[src/core/csb_map.svh]
`ifndef CSB_MAP_SVH
`define CSB_MAP_SVH

// register byte offsets
`define CSB_CFG_OFS       4'h0
`define CSB_RAM_INIT_OFS  4'h4
`define CSB_CTRL_OFS      4'h8
`define CSB_STATUS_OFS    4'hc

// cfg field positions (two storage elements, two line drivers)
`define CSB_CFG_INV_LSB   0
`define CSB_CFG_LATCH_LSB 2
`define CSB_CFG_SRVAL_LSB 4
`define CSB_CFG_GECON_LSB 6
`define CSB_CFG_SRCON_LSB 8
`define CSB_CFG_DRV0_LSB  10
`define CSB_CFG_DRV1_LSB  12
`define CSB_CFG_RESET     32'h0000_0000
`define CSB_CFG_MASK      32'h0000_3fff

// ctrl and status fields
`define CSB_CTRL_LOAD_BIT 0
`define CSB_STAT_Q_LSB    0
`define CSB_STAT_LINE_LSB 2

// reset values and responses
`define CSB_RAM_INIT_RESET 32'h0000_0000
`define CSB_RESP_OKAY     2'b00
`define CSB_RESP_SLVERR   2'b10

`endif

[src/core/csb_pkg.sv]
package csb_pkg;
    // line driver personality, index order matches the cfg encoding
    typedef enum logic [1:0] {
        CSB_DRV_STD,
        CSB_DRV_WAND,
        CSB_DRV_WORAND
    } csb_drv_mode_t;
endpackage

[src/core/csb_cell.sv]
// The register offsets and the AXI4-Lite register port were decided locally.
`timescale 1ns/1ns
`include "csb_map.svh"

module csb_cell
    import csb_pkg::*;
#(
    parameter int RAM_DEPTH = 16,
    parameter int RAM_WIDTH = 2
) (
    input wire logic aclk,
    input wire logic aresetn,
    input wire logic [31:0] s_axi_awaddr,
    input wire logic s_axi_awvalid,
    output logic s_axi_awready,
    input wire logic [31:0] s_axi_wdata,
    input wire logic [3:0] s_axi_wstrb,
    input wire logic s_axi_wvalid,
    output logic s_axi_wready,
    output logic [1:0] s_axi_bresp,
    output logic s_axi_bvalid,
    input wire logic s_axi_bready,
    input wire logic [31:0] s_axi_araddr,
    input wire logic s_axi_arvalid,
    output logic s_axi_arready,
    output logic [31:0] s_axi_rdata,
    output logic [1:0] s_axi_rresp,
    output logic s_axi_rvalid,
    input wire logic s_axi_rready,
    input wire logic trigger_in,
    input wire logic storage_gate_enable,
    input wire logic set_or_clear_input,
    input wire logic global_init_pulse,
    input wire logic [1:0] data_in,
    output logic [1:0] q_out,
    input wire logic ram_we,
    input wire logic [3:0] ram_addr,
    input wire logic [RAM_WIDTH-1:0] ram_wdata,
    output logic [RAM_WIDTH-1:0] ram_rdata,
    input wire logic [1:0] drv_in0,
    input wire logic [1:0] drv_in1,
    input wire logic [1:0] drv_ctrl,
    output logic [1:0] line_o,
    output logic [1:0] line_oe,
    input wire logic [1:0] line_i,
    output logic [1:0] keeper_o,
    output logic [1:0] keeper_oe
);

    logic aw_have_ff, w_have_ff;
    logic [3:0] awaddr_ff;
    logic [31:0] wdata_ff;
    logic [3:0] wstrb_ff;
    logic [31:0] cfg_ff, ram_init_ff;
    logic cfg_load_ff;
    logic [2:0] trig_sync_ff;
    logic [1:0] line_s1_ff, line_s2_ff;
    logic [1:0] q_ff;
    logic [RAM_WIDTH-1:0] ram_ff [RAM_DEPTH];
    logic [1:0] trig_inv, latch_mode, srval, ge_con, sr_con;
    logic [1:0] eff_now, act_edge, ge_eff, sr_eff, force_val;

    // byte lane merge used by cfg_ff and ram_init_ff; the ctrl write looks at strobe lane 0 only
    function automatic logic [31:0] merge_strb(input logic [31:0] old_v,
                                               input logic [31:0] new_v,
                                               input logic [3:0] strb);
        logic [31:0] res;
        res = old_v;
        for (int b = 0; b < 4; b++) begin
            if (strb[b]) begin
                res[8*b +: 8] = new_v[8*b +: 8];
            end
        end
        return res;
    endfunction

    function automatic logic addr_known(input logic [3:0] a);
        return (a == `CSB_CFG_OFS) || (a == `CSB_RAM_INIT_OFS) ||
               (a == `CSB_CTRL_OFS) || (a == `CSB_STATUS_OFS);
    endfunction

    // write address channel: one outstanding write, released after the response
    always_ff @(posedge aclk) begin
        if (!aresetn) begin
            s_axi_awready <= 1'b1;
            aw_have_ff <= 1'b0;
            awaddr_ff <= 4'h0;
        end else if (s_axi_awvalid && s_axi_awready) begin
            s_axi_awready <= 1'b0;
            aw_have_ff <= 1'b1;
            awaddr_ff <= s_axi_awaddr[3:0];
        end else if (aw_have_ff && w_have_ff && !s_axi_bvalid) begin
            aw_have_ff <= 1'b0;
        end else if (s_axi_bvalid && s_axi_bready) begin
            s_axi_awready <= 1'b1;
        end
    end

    // write data channel, taken independently of the address
    always_ff @(posedge aclk) begin
        if (!aresetn) begin
            s_axi_wready <= 1'b1;
            w_have_ff <= 1'b0;
            wdata_ff <= 32'h0000_0000;
            wstrb_ff <= 4'h0;
        end else if (s_axi_wvalid && s_axi_wready) begin
            s_axi_wready <= 1'b0;
            w_have_ff <= 1'b1;
            wdata_ff <= s_axi_wdata;
            wstrb_ff <= s_axi_wstrb;
        end else if (aw_have_ff && w_have_ff && !s_axi_bvalid) begin
            w_have_ff <= 1'b0;
        end else if (s_axi_bvalid && s_axi_bready) begin
            s_axi_wready <= 1'b1;
        end
    end

    // register update and write response; upper address bits are not decoded
    always_ff @(posedge aclk) begin
        if (!aresetn) begin
            cfg_ff <= `CSB_CFG_RESET;
            ram_init_ff <= `CSB_RAM_INIT_RESET;
            cfg_load_ff <= 1'b0;
            s_axi_bvalid <= 1'b0;
            s_axi_bresp <= `CSB_RESP_OKAY;
        end else begin
            cfg_load_ff <= 1'b0;
            if (aw_have_ff && w_have_ff && !s_axi_bvalid) begin
                s_axi_bvalid <= 1'b1;
                s_axi_bresp <= addr_known(awaddr_ff) ? `CSB_RESP_OKAY : `CSB_RESP_SLVERR;
                if (awaddr_ff == `CSB_CFG_OFS) begin
                    cfg_ff <= merge_strb(cfg_ff, wdata_ff, wstrb_ff) & `CSB_CFG_MASK;
                end
                if (awaddr_ff == `CSB_RAM_INIT_OFS) begin
                    ram_init_ff <= merge_strb(ram_init_ff, wdata_ff, wstrb_ff);
                end
                if (awaddr_ff == `CSB_CTRL_OFS && wstrb_ff[0]) begin
                    cfg_load_ff <= wdata_ff[`CSB_CTRL_LOAD_BIT]; // self-clearing strobe
                end
            end else if (s_axi_bvalid && s_axi_bready) begin
                s_axi_bvalid <= 1'b0;
            end
        end
    end

    // read channel, answer one cycle after the address is taken
    always_ff @(posedge aclk) begin
        if (!aresetn) begin
            s_axi_arready <= 1'b1;
            s_axi_rvalid <= 1'b0;
            s_axi_rdata <= 32'h0000_0000;
            s_axi_rresp <= `CSB_RESP_OKAY;
        end else if (s_axi_arvalid && s_axi_arready) begin
            s_axi_arready <= 1'b0;
            s_axi_rvalid <= 1'b1;
            s_axi_rresp <= addr_known(s_axi_araddr[3:0]) ? `CSB_RESP_OKAY
                                                         : `CSB_RESP_SLVERR;
            unique case (s_axi_araddr[3:0])
                `CSB_CFG_OFS: s_axi_rdata <= cfg_ff;
                `CSB_RAM_INIT_OFS: s_axi_rdata <= ram_init_ff;
                `CSB_STATUS_OFS: s_axi_rdata <= {28'h0000000, line_s2_ff, q_ff};
                default: s_axi_rdata <= 32'h0000_0000;
            endcase
        end else if (s_axi_rvalid && s_axi_rready) begin
            s_axi_rvalid <= 1'b0;
            s_axi_arready <= 1'b1;
        end
    end

    // config fields; gate enable deliberately has no invert bit
    assign trig_inv = cfg_ff[`CSB_CFG_INV_LSB +: 2];
    assign latch_mode = cfg_ff[`CSB_CFG_LATCH_LSB +: 2];
    assign srval = cfg_ff[`CSB_CFG_SRVAL_LSB +: 2];
    assign ge_con = cfg_ff[`CSB_CFG_GECON_LSB +: 2];
    assign sr_con = cfg_ff[`CSB_CFG_SRCON_LSB +: 2];

    // trigger comes from the fabric unsynchronised; third stage only for edges
    always_ff @(posedge aclk) begin
        if (!aresetn) begin
            trig_sync_ff <= 3'h0;
        end else begin
            trig_sync_ff <= {trig_sync_ff[1:0], trigger_in};
        end
    end

    // per-element view of the one shared trigger pin
    always_comb begin
        for (int i = 0; i < 2; i++) begin
            eff_now[i] = trig_sync_ff[1] ^ trig_inv[i];
            act_edge[i] = eff_now[i] & ~(trig_sync_ff[2] ^ trig_inv[i]);
            ge_eff[i] = ge_con[i] ? storage_gate_enable : 1'b1;
            sr_eff[i] = sr_con[i] & set_or_clear_input;
            force_val[i] = sr_eff[i] | global_init_pulse;
        end
    end

    // storage elements; reset value equals the default clear choice
    always_ff @(posedge aclk) begin
        if (!aresetn) begin
            q_ff <= 2'h0;
        end else begin
            for (int i = 0; i < 2; i++) begin
                if (force_val[i]) begin
                    q_ff[i] <= srval[i];
                end else if (ge_eff[i]) begin
                    if (latch_mode[i]) begin
                        if (!eff_now[i]) begin
                            q_ff[i] <= data_in[i];
                        end
                    end else if (act_edge[i]) begin
                        q_ff[i] <= data_in[i];
                    end
                end
            end
        end
    end
    assign q_out = q_ff;

    // cell ram: load only on configuration, never on the init pulse
    always_ff @(posedge aclk) begin
        if (!aresetn) begin
            for (int k = 0; k < RAM_DEPTH; k++) begin
                ram_ff[k] <= '0;
            end
            ram_rdata <= '0;
        end else begin
            if (cfg_load_ff) begin
                for (int k = 0; k < RAM_DEPTH; k++) begin
                    ram_ff[k] <= ram_init_ff[RAM_WIDTH*k +: RAM_WIDTH];
                end
            end else if (ram_we) begin
                ram_ff[ram_addr] <= ram_wdata;
            end
            ram_rdata <= ram_ff[ram_addr];
        end
    end

    // line drivers; bad mode code releases the line rather than contend
    always_ff @(posedge aclk) begin
        if (!aresetn) begin
            line_o <= 2'h0;
            line_oe <= 2'h0;
        end else begin
            for (int j = 0; j < 2; j++) begin
                unique case (csb_drv_mode_t'(cfg_ff[`CSB_CFG_DRV0_LSB + 2*j +: 2]))
                    CSB_DRV_STD: begin
                        line_o[j] <= drv_in0[j];
                        line_oe[j] <= ~drv_ctrl[j];
                    end
                    CSB_DRV_WAND: begin
                        line_o[j] <= 1'b0;
                        line_oe[j] <= ~drv_in0[j];
                    end
                    CSB_DRV_WORAND: begin
                        line_o[j] <= 1'b0;
                        line_oe[j] <= ~(drv_in0[j] | drv_in1[j]);
                    end
                    default: begin
                        line_o[j] <= 1'b0;
                        line_oe[j] <= 1'b0;
                    end
                endcase
            end
        end
    end

    // keeper: weak drive of last seen level, resolved below any driver
    always_ff @(posedge aclk) begin
        if (!aresetn) begin
            line_s1_ff <= 2'h0;
            line_s2_ff <= 2'h0;
            keeper_o <= 2'h0;
            keeper_oe <= 2'h0;
        end else begin
            line_s1_ff <= line_i;
            line_s2_ff <= line_s1_ff;
            keeper_o <= line_s2_ff;
            keeper_oe <= 2'h3;
        end
    end
endmodule

[config.mk]
export PLATFORM = sky130hd
export DESIGN_NAME = csb_cell
export DESIGN_NICKNAME = d
export VERILOG_FILES = /design/src/core/csb_pkg.sv /design/src/core/csb_cell.sv
export VERILOG_INCLUDE_DIRS = /design/src /design/src/core
export SDC_FILE = /design/constraint.sdc
export NUM_CORES = 1
export LEC_CHECK = 0
export BUFFER_PORTS_ARGS = -buffer_cell sky130_fd_sc_hd__buf_2
export CAP_MARGIN = 10
export CORE_MARGIN = 1.5
export CORE_UTILIZATION = 32
export CTS_CLUSTER_DIAMETER = 50
export DETAILED_ROUTE_END_ITERATION = 8
export HOLD_SLACK_MARGIN = 0.12
export PLACE_DENSITY = 0.58
export SYNTH_ARGS = -nofsm -noshare
export SYNTH_HDL_FRONTEND = slang
export SYNTH_SLANG_ARGS = --single-unit
[constraint.sdc]
create_clock -name aclk -period 1.51 [get_ports aclk]
set_input_delay 0.0755 -clock aclk [delete_from_list [all_inputs] [get_ports aclk]]
set_output_delay 0.0755 -clock aclk [all_outputs]
set_load 0.1 [all_outputs]
==> results.md <==
* Slew Limit Fails at 0
* Fin crit share at 97.4%
* Final Worst Setup Slack at 0.0393 ns
* Vias in the first global route at 6225
* PD cells at 1110 nW/um^2
* Flop pwr share at 46.0%
* Netlist cell types at 42
* FP Rows at 54
* Filler Cell Count at 2138
* Area Growth Syn to Fin at 35.7%
* R2R setup slack at 0.04 ns
* Skew-Pair Late Insertion Delay at 0.43 ns
* Finished Layout Cells at 1245
* Placer Congestion at 0.772
* Mapped Area at 7270 um^2
* Detailed Route Iter0 Violations at 389
* CORE AREA at 22000 um^2
* Switching power at 0.00280 W
* Max Fanout on Critical Path at 5
* Post-synthesis simple-gate area fraction at 19.1%
* Initial core utilization at 33.0%
* Seq/Total Area, Yosys at 53.4%
* Post-DP HPWL at 13900 um
* Switching Share at 25.5%
* Endpoints failing setup at 0
* Leak at 4.32 nW
* Logic pwr share at 11.0%
* Status: finished, final reports clean
* Nets at 1080
* RSZ-0062 raised after global routing: yes
* Largest net degree at the start of global routing at 87
* Die area at 23600 um^2
* Required time of the critical path at 1.66 ns
* Critical path startpoint category: flip-flop
* Min Tclk post-route at 1.47 ns
* Main combinational cell family by area after synthesis: simple AND/OR/NAND/NOR gates
* Crit end category: flip-flop
* Most common cell after layout, fill and taps aside: nand2_1
* Most frequent cells in the layout: nand2_1 (137), dfxtp_1 (135), buf_2 (122)
* Syn Inst Count at 754
* CTS tree: done
* Final hold violations at 0
* GR Overflow Total at 0
* Pint at 0.00820 W
* IO Pins at 181
* Worst vdd ir at 813 uV
* H-tree depth at 4
* Synth Warn # at 0
* Post-synthesis mux area share at 10.9%
* Synth area leader: dfxtp_1
* Clk buf depth at 2
* Vias per inst at 4.98
* Post-synth EDFFs at 32
* Setup CP Type: flip-flop to flip-flop
* Antenna-violating nets left at 0
* Die width at 154 um
* Max-cap violations at 0
* Ys async rst share at 0%
* Fmax at 680 MHz
* Initial antenna violation count at 0
* Die H at 154 um
* Min-delay worst type: input port to flip-flop
* Max Clock Skew at 0.00891 ns
* Clock share of power at 43.0%
* Placed inst area at 8410 um^2
* Post-Place Cells at 1142
* Layout cell share with drive strength beyond 1 at 26.8%
* Area contributors post-synth: dfxtp_1 (40%), edfxtp_1 (13%), mux2i_1 (8.4%)
* Arrival time at the worst endpoint at 1.62 ns
* Register bit total from synthesis at 178
* Synth Flop Type: dfxtp_1
* Clk root buf: clkbuf_16
* Post-synth top area share at 40.2%
* All-Layer GR Usage at 17.7%
* WL final at 20400 um
* Remaining DRCs at 0
* Fin area at 9870 um^2
* Drt first pass iters at 5
* CTS buffer count at 17
* ANT cells at 0
* Clock-pin slew on the worst setup and hold paths at 0.07 ns
* Post-Synth Adder-Cell Area at 0%
* IO buf count at 122
* Compound-Gate Fraction of Synth Area at 12.5%
* Relative slew slack at 64.3%
* Worst Max-Slew Pin Slew at 0.536 ns
* Total number of vias at 6197
* Drt wl/cell at 16.4 um
* First-pass GRT wire length at 32600 um
* Synthesized area per cell at 9.64 um^2
* CTS Sinks at 178
* Post-Synth XOR/XNOR Area at 0%
* Post-Place Worst Slack at -0.392 ns
## routing by layer
| metal | track usage (%) | part of all wire (%) |
|---|---|---|
| met1 | 22.7 | 45 |
| met2 | 28.8 | 47 |
| met3 | 3.16 | 4.5 |
| met4 | 8.41 | 2.8 |
| met5 | 0 | 0 |
## synth_stat cells (all sizes together) (7+ instances only)
cell type,number
dfxtp,146
nand2,144
nor2,76
a21oi,68
mux2i,61
edfxtp,32
o21ai,29
clkbuf,28
nand3,27
a22o,22
buf,21
a22oi,16
and2,13
nor3,10
inv,9
mux4,8
nand2b,7
nor2b,7
## per-stage QoR
stage / util [%] / power (W) / TNS (ns) / hold WS (ns)
final: 44.8 / 0.0110 / 0 / 0.132
after floorplan: - / 0.00584 / -0.165 / 0.103
after CTS: 44.3 / 0.0111 / 0 / 0.133
after global placement: 38.2 / 0.00620 / -6.74 / 0.287
after global routing: 44.8 / 0.0114 / -0.329 / 0.144
after detailed placement: 38.2 / 0.00620 / -8.12 / 0.287
## registers in the layout (all words and copies together) (netlist names), 2 cells and up
register	count
line_o	2
awaddr_ff	4
s_axi_rdata	32
trig_sync_ff	3
ram_ff	32
cfg_ff	14
line_oe	2
wstrb_ff	4
ram_init_ff	32
ram_rdata	2
line_s1_ff	2
wdata_ff	32
keeper_o	2
line_s2_ff	2
q_out	2
## layout make-up
| cell class | count | area, um^2 | area share (%) |
|---|---|---|---|
| Sequential cell | 178 | 3910 | 39.6 |
| Multi-Input combinational cell | 519 | 3260 | 33.0 |
| Timing Repair Buffer | 227 | 1690 | 17.1 |
| Clock buffer | 19 | 464 | 4.70 |
| Tap cell | 280 | 350 | 3.55 |
| Clock inverter | 13 | 170 | 1.72 |
| Inverter | 9 | 35.0 | 0.355 |
## timing repair
| item | CTS | global route |
|---|---|---|
| pin swaps | 0 | 2 |
| setup buffers | 0 | 2 |
| resized for setup | 7 | 30 |
| hold buffers | 69 | 0 |
| setup endpoints to repair | 39 | 50 |
| hold endpoints to repair | 65 | 0 |
## cell families after synthesis
group,after synthesis
multiplexers,69
AND/OR/NAND/NOR,301
AO/OA/AOI/OAI,147
other,1
flip-flops,178
buffers and inverters,58
## path summary, 6_finish.rpt
path,start,cells after the start,to
max reg2reg,cfg_load_ff,4,ram_ff[0][0]
min reg2reg,trig_sync_ff[0],1,trig_sync_ff[1]
max,cfg_load_ff,4,ram_ff[0][0]
min,aresetn,3,keeper_oe[0]
## power by group through the flow
stage          sequential, W  combinational (W)  clock, W
4_1_cts              0.00506            0.00118   0.00481
3_3_place_gp         0.00516            0.00103         0
5_1_grt              0.00508            0.00129   0.00502
3_5_place_dp         0.00517            0.00104         0
6_report             0.00506            0.00121   0.00474
2_1_floorplan        0.00535           0.000483         0
## worst max-delay path, cell delays in order, from the launching register on
cell      delay (ns)
dfxtp_2         0.35
and4bb_2        0.37
nand2_2         0.13
nor3_2          0.17
nand2b_1        0.16
No activity file was read; power rests on OpenSTA's default activity.
